--- config.mk ---
export PLATFORM = sky130hd
export DESIGN_NAME = svd_top
export DESIGN_NICKNAME = d
export VERILOG_FILES = /design/src/logic/svd_pkg.sv /design/src/logic/svd_sync.sv /design/src/logic/svd_top.sv
export SDC_FILE = /design/constraint.sdc
export NUM_CORES = 1
export LEC_CHECK = 0
export ABC_AREA = 1
export BUFFER_PORTS_ARGS = -buffer_cell sky130_fd_sc_hd__buf_2
export CAP_MARGIN = 25
export CORE_ASPECT_RATIO = 0.7
export CORE_MARGIN = 8
export CORE_UTILIZATION = 40
export CTS_BUF_LIST = sky130_fd_sc_hd__clkbuf_2 sky130_fd_sc_hd__clkbuf_4 sky130_fd_sc_hd__clkbuf_8
export CTS_CLUSTER_DIAMETER = 30
export DETAILED_ROUTE_END_ITERATION = 6
export GPL_TIMING_DRIVEN = 0
export PLACE_DENSITY = 0.69
export SLEW_MARGIN = 20
export SYNTH_ARGS = -nofsm -noshare
export SYNTH_HDL_FRONTEND = slang
export SYNTH_HIERARCHICAL = 1
export SYNTH_SLANG_ARGS = --single-unit
--- constraint.sdc ---
create_clock -name sys_clk -period 1.95 [get_ports sys_clk]
set_input_delay 0.195 -clock sys_clk [delete_from_list [all_inputs] [get_ports sys_clk]]
set_output_delay 0.195 -clock sys_clk [all_outputs]
set_load 0.02 [all_outputs]
--- src/logic/svd_pkg.sv ---
// Purpose: Constants for the supply voltage detection block.
// Assumes: 20 MHz core clock, plain 8-bit register port.
// Notes:   Each rule below except R10 and R11 is tagged where the logic carries it out.
// Overview of operation
// Bit 0 write enables monitoring; reset clears.
// Flags meaningful only 20 us after enable.
// High flag bit 2 while above upper threshold.
// Low flag bit 1 while below lower threshold.
// Comparisons tracked continuously while enabled.
// Enabled low flag sets request bit 5.
// Request bit 5 holds until cleared or reset.
// Request interrupts only when mask bit set.
// Detection idle in stop mode; software disables.
// Software enables interrupts before enabling detection.
// Software keeps port mode steady while checking.
// Disabled detection reads flags zero, no request; a request latched before disable stays set and readable.
package svd_pkg;

	localparam int          ADDR_W          = 8;
	localparam int          DATA_W          = 8;

	// Register offsets.
	localparam logic [7:0]  CTRL_STAT_OFS   = 8'h0c;
	localparam logic [7:0]  IRQ_STAT_OFS    = 8'h10;
	localparam logic [7:0]  IRQ_CLEAR_OFS   = 8'h11;
	localparam logic [7:0]  IRQ_ENABLE_OFS  = 8'h12;

	// Field positions.
	localparam int          EN_BIT          = 0;
	localparam int          LOW_BIT         = 1;
	localparam int          HIGH_BIT        = 2;
	localparam int          REQ_BIT         = 5;

	// Reset values.
	localparam logic        EN_RST          = 1'b0;
	localparam logic        FLAG_RST        = 1'b0;
	localparam logic        REQ_RST         = 1'b0;
	localparam logic        MASK_RST        = 1'b0;

	// Settling time after enable.
	localparam int          CLK_PERIOD_NS   = 50;
	localparam int          SETTLE_TIME_NS  = 20000;
	localparam int          SETTLE_CYCLES   = (SETTLE_TIME_NS + CLK_PERIOD_NS - 1) / CLK_PERIOD_NS;
	localparam int          SETTLE_W        = 9;
	localparam logic [8:0]  SETTLE_LOAD     = 9'(SETTLE_CYCLES);

endpackage

--- src/logic/svd_sync.sv ---
// Purpose: Two-flop synchroniser for a group of asynchronous levels.
// Assumes: Inputs are slow levels; rst_n already released synchronously.
// Notes:   The first stage is read only by the second stage.
`timescale 1ns/10ps
module svd_sync #(
	parameter int WIDTH = 1
) (
	input  wire logic             clk,      // Core clock.
	input  wire logic             rst_n,    // Active-low reset.
	input  wire logic [WIDTH-1:0] d_async,  // Asynchronous levels.
	output logic      [WIDTH-1:0] q_sync    // Synchronised levels.
);

	logic [WIDTH-1:0] meta_reg;

	// Two flip-flops in series, both cleared by reset.
	always_ff @(posedge clk or negedge rst_n) begin
		if (!rst_n) begin
			meta_reg <= '0;
			q_sync   <= '0;
		end else begin
			meta_reg <= d_async;
			q_sync   <= meta_reg;
		end
	end

endmodule

--- src/logic/svd_top.sv ---
// Purpose: Supply voltage detection flags, request latch and register port.
// Assumes: Comparator outputs are asynchronous levels; stop_mode is core logic.
// Notes:   Flags are forced low until detection has settled.
//
// Local design decision: the strobed register port.
`timescale 1ns/10ps
module svd_top
	import svd_pkg::*;
(
	input  wire logic              sys_clk,       // Core clock, 20 MHz.
	input  wire logic              rstn,          // Active-low asynchronous reset.
	input  wire logic [ADDR_W-1:0] addr,          // Register address.
	input  wire logic [DATA_W-1:0] wdata,         // Write data.
	input  wire logic              wr,            // Write strobe.
	input  wire logic              rd,            // Read strobe.
	output logic      [DATA_W-1:0] rdata,         // Read data, cycle after rd.
	input  wire logic              cmp_above_high, // Supply above upper threshold.
	input  wire logic              cmp_below_low, // Supply below lower threshold.
	input  wire logic              stop_mode,     // Core is in stop mode.
	output logic                   det_power_en,  // Powers the comparators.
	output logic                   irq            // Level interrupt.
);

	typedef struct packed {
		logic                en;
		logic [SETTLE_W-1:0] settle_cnt;
		logic [SETTLE_W:0]   on_cycles;
		logic                low;
		logic                high;
		logic                req;
		logic                mask;
		logic [DATA_W-1:0]   rdata;
	} svd_state_s;

	svd_state_s  state_reg;
	svd_state_s  state_next;
	logic        rst_meta_reg;
	logic        rst_sync_n;
	logic [1:0]  cmp_sync;
	logic        active;
	logic        settled;

	// Reset release through two flip-flops.
	always_ff @(posedge sys_clk or negedge rstn) begin
		if (!rstn) begin
			rst_meta_reg <= 1'b0;
			rst_sync_n   <= 1'b0;
		end else begin
			rst_meta_reg <= 1'b1;
			rst_sync_n   <= rst_meta_reg;
		end
	end

	// Comparator levels cross into the core clock.
	svd_sync #(
		.WIDTH   (2)
	) svd_sync_inst (
		.clk     (sys_clk),
		.rst_n   (rst_sync_n),
		.d_async ({cmp_above_high, cmp_below_low}),
		.q_sync  (cmp_sync)
	);

	// Detection runs only when enabled and out of stop mode.
	assign active       = state_reg.en && !stop_mode;
	assign settled      = active && (state_reg.settle_cnt == '0);
	assign det_power_en = active;

	// Next-state logic for the whole block.
	always_comb begin
		state_next = state_reg;
		state_next.rdata = '0;
		// Register writes.
		if (wr) begin
			if (addr == CTRL_STAT_OFS) begin
				state_next.en = wdata[EN_BIT];
			end else if (addr == IRQ_ENABLE_OFS) begin
				state_next.mask = wdata[REQ_BIT];
			end else if (addr == IRQ_CLEAR_OFS) begin
				if (wdata[REQ_BIT]) begin
					state_next.req = 1'b0;
				end
			end
		end
		// Settling counter restarts whenever detection is idle.
		if (!active) begin
			state_next.settle_cnt = SETTLE_LOAD;
		end else if (state_reg.settle_cnt != '0) begin
			state_next.settle_cnt = state_reg.settle_cnt - SETTLE_W'(1);
		end
		// Active cycles, saturating; only the settling checks read this count.
		if (!active) begin
			state_next.on_cycles = '0;
		end else if (!state_reg.on_cycles[SETTLE_W]) begin
			state_next.on_cycles = state_reg.on_cycles + (SETTLE_W+1)'(1);
		end
		// Flags follow the comparators every cycle once settled.
		state_next.high = settled && cmp_sync[1];
		state_next.low  = settled && cmp_sync[0];
		// A low flag sets the request; set wins over clear.
		if (state_reg.low) begin
			state_next.req = 1'b1;
		end
		// Register reads.
		if (rd) begin
			if (addr == CTRL_STAT_OFS) begin
				state_next.rdata[EN_BIT]   = state_reg.en;
				state_next.rdata[LOW_BIT]  = state_reg.low;
				state_next.rdata[HIGH_BIT] = state_reg.high;
			end else if (addr == IRQ_STAT_OFS) begin
				state_next.rdata[REQ_BIT] = state_reg.req;
			end else if (addr == IRQ_ENABLE_OFS) begin
				state_next.rdata[REQ_BIT] = state_reg.mask;
			end
		end
	end

	// State register.
	always_ff @(posedge sys_clk or negedge rst_sync_n) begin
		if (!rst_sync_n) begin
			state_reg.en         <= EN_RST;
			state_reg.settle_cnt <= SETTLE_LOAD;
			state_reg.on_cycles  <= '0;
			state_reg.low        <= FLAG_RST;
			state_reg.high       <= FLAG_RST;
			state_reg.req        <= REQ_RST;
			state_reg.mask       <= MASK_RST;
			state_reg.rdata      <= '0;
		end else begin
			state_reg <= state_next;
		end
	end

	// Outputs.
	assign rdata = state_reg.rdata;
	assign irq   = state_reg.req && state_reg.mask;
endmodule

==> summary.md <==
| Metric | Value |
|---|---|
| Detail Placement HPWL | `1940 µm` |
| Final Cycle Share | `74.5%` |
| Worst-Margin Slew | `0.857 ns` |
| RSZ-0062 raised after global routing | `false` |
| Nets | `208` |
| Gate power share | `9.7%` |
| Post-route DRC | `0` |
| CP startpoint | `state_reg[22]` |
| Syn-to-layout area delta | `18.3%` |
| Initial antenna violation count | `0` |
| Total global-route track usage | `9.80%` |
| Hold endpoint | `svd_sync_inst/meta_reg[0]` |
| Synth async-reset ratio | `100%` |
| Starting Density | `42.9%` |
| Yosys top cell by area | `dfrtp_1` |
| Clk sink count | `24` |
| Vias per inst | `4.47` |
| Worst Skew | `0.00111 ns` |
| Clk pin slew, worst setup/hold paths | `0.07 ns` |
| Crit path required time | `2.12 ns` |
| First-pass GRT wire length | `4090 µm` |
| Area contributors post-synth | `dfrtp_1 43%, nand2_1 10%, inv_1 8.9%, nor2_1 7.0%, dfstp_2 6.4%` |
| Crit. End Element | `register` |
| Die Span X | `82.2 µm` |
| Net switching power | `0.212 mW` |
| Critical path's largest stage delay | `0.39 ns` |
| Avg Synthesized Cell Area | `8.02 µm²` |
| Mapped Cells | `153` |
| Final instance area | `1450 µm²` |
| Clock Latency Late Sink | `0.26 ns` |
| Critical path cell sequence | `inv_1 > ha_1 > nand2_2 > nor2_8 > nand3_4 > nand2_1 > inv_1` |
| Synthesized cell area | `1230 µm²` |
| Max Fclk | `0.688 GHz` |
| Setup Viol. Count Final | `0` |
| Hold Buf Count CTS | `1` |
| Clock Power Share | `33.1%` |
| IO buf count | `22` |
| Max Cap Viol | `0` |
| Netlist cell types | `22` |
| Max rail drop VDD | `455 µV` |
| Most Used Layer, Global Route | `met2` |
| Hold path start | `cmp_below_low` |
| Path depth of the worst reg2reg path | `7` |
| Total grt overflow | `0` |
| Pre-CTS setup slack | `0.523 ns` |
| Fin cells | `219` |
| WL final | `2420 µm` |
| # H-tree levels | `1` |
| Post-synthesis register bit count | `24` |
| Setup WS post-layout | `0.497 ns` |
| Root buf cell | `clkbuf_8` |
| DIE HEIGHT | `62.3 µm` |
| Max reg flops | `14` |
| Final min period | `1.45 ns` |
| Vias in the first global route | `998` |
| Global Route met2 Usage | `16.6%` |
| FF-to-FF setup slack | `0.50 ns` |
| Placed Instance Area | `1390 µm²` |
| EDFF count, synth | `0` |
| Sw Share | `23.1%` |
| Met3 Track Usage GR | `3.59%` |
| CP Max Fanout | `6` |
| Slowest-stage cell, CP | `dfrtp_1` |
| Final Max Tran Viols | `0` |
| Dpl cells | `214` |
| Core ar. | `2860 µm²` |
| DRT iter0 DRCs | `26` |
| CP Class | `register to register` |
| Synth top area share | `42.8%` |
| Sequential area share after synthesis | `49.2%` |
| Share of cells above drive strength 1 | `26.2%` |
| Flop pwr share | `57.2%` |
| Total vias in the final route | `978` |
| Post-synth top flop | `dfrtp_1` |
| Met1 usage | `11.2%` |
| CTS tree | `done` |
| Top-count cell post-synth | `nand2_1` |
| Worst Hold Class | `input pin to register` |
| P per Cell Area | `631 nW/µm²` |
| Setup Buffers After CTS | `0` |
| CTS resizes | `0` |
| Pleak | `0.824 nW` |
| R2R Path End | `state_reg[25]` |
| Worst r2r src | `state_reg[22]` |
| # rows | `16` |
| Total chip power | `0.917 mW` |
| Outcome | `finished, final reports clean` |
| CTS buffer count | `3` |
| Top Ports | `33` |
| Routed WL per cell | `11.0 µm` |
| Gpl congestion | `0.853` |
| Critical Path AT | `1.62 ns` |
| Final hold violations | `0` |
| TNS Setup | `0 ns` |
| Die area | `5130 µm²` |
| Final hold slack | `0.0312 ns` |
| Most frequent cells after synthesis | `33 x nand2_1, 29 x inv_1, 23 x nor2_1` |
| Largest net degree at the start of global routing | `23` |
| Power Internal | `0.705 mW` |
| First-pass DRT Iterations | `4` |
| Post-Route Utilization | `50.7%` |
| Hold Path Cell Cnt | `1` |
| Clock Path Buffers | `2` |
| Layout filler cell count | `274` |
| YS warnings | `6` |
| Antenna cells | `0` |
| Relative slew slack | `42.9%` |
| Crit-path most repeated cell | `inv_1` |
| Routed Antenna Nets | `0` |
| Worst setup SP type | `register` |
==> worst max-delay path by stage <==
stage | end | slack [ns] | depth (start not counted)
4_1_cts | state_reg[25] | 0.50 | 7
3_5_place_dp | state_reg[25] | 0.52 | 7
2_1_floorplan | state_reg[23] | 0.69 | 7
6_report | state_reg[25] | 0.50 | 7
5_1_grt | state_reg[22] | 0.36 | 7
3_3_place_gp | state_reg[23] | 0.54 | 7
==> layout by cell type, fill, tap and decap left out <==
cell type / n
nor2_1: 23
dlygate4sd3_1: 1
o21ai_0: 2
o2111ai_1: 1
nor3_1: 1
dfstp_2: 3
nand4_1: 3
buf_4: 9
buf_2: 22
nor2_2: 4
xor2_1: 1
clkbuf_8: 3
o21bai_1: 1
ha_1: 1
inv_2: 1
nor2_4: 1
conb_1: 5
clkbuf_4: 1
nand3_1: 12
nand2_2: 2
nand3_4: 1
nand3b_1: 1
nor2_8: 1
dfrtp_1: 21
nand2_1: 33
inv_1: 29
==> cell families after synthesis <==
logic type	Yosys count	share of synthesized area (%)
and+or+nand+nor	82	31.6
buffers and inverters	39	14.7
DFF	24	49.2
AOI/OAI and AO/OA	4	2.14
other	2	0.612
xor gates and xnor gates	1	0.714
adders and majority gates	1	1.02
==> critical path, delay by kind of cell, from the launching register on <==
family | cells | cell delay [ns]
simple gates | 4 | 0.53
flops | 1 | 0.39
fa+ha+maj | 1 | 0.25
buf+inv | 2 | 0.19
==> power groups by stage <==
stage / Clock (mW) / Sequential [mW] / Combinational (mW)
final: 0.303 / 0.525 / 0.0893
after detailed placement: 0 / 0.535 / 0.0865
after global routing: 0.340 / 0.528 / 0.100
after CTS: 0.322 / 0.525 / 0.0884
after global placement: 0 / 0.534 / 0.0824
after floorplan: 0 / 0.530 / 0.0565
==> layout make-up <==
type	instances	area (µm²)	share of cell area, %
flip-flops and latches	24	604	41.6
well taps	36	45.0	3.10
plain buffers	9	67.6	4.65
repair buffers	23	120	8.27
clock buffers	4	48.8	3.36
multi-input cells	93	454	31.3
inverters	30	113	7.75
==> metal layers <==
layer / share of wire, % / vias up
met2: 50 / 31
li1: - / 504
met4: 0.79 / 0
met1: 42 / 441
met3: 7.1 / 2
met5: 0 / -
Note: power is estimated with default switching activity, not from simulation.
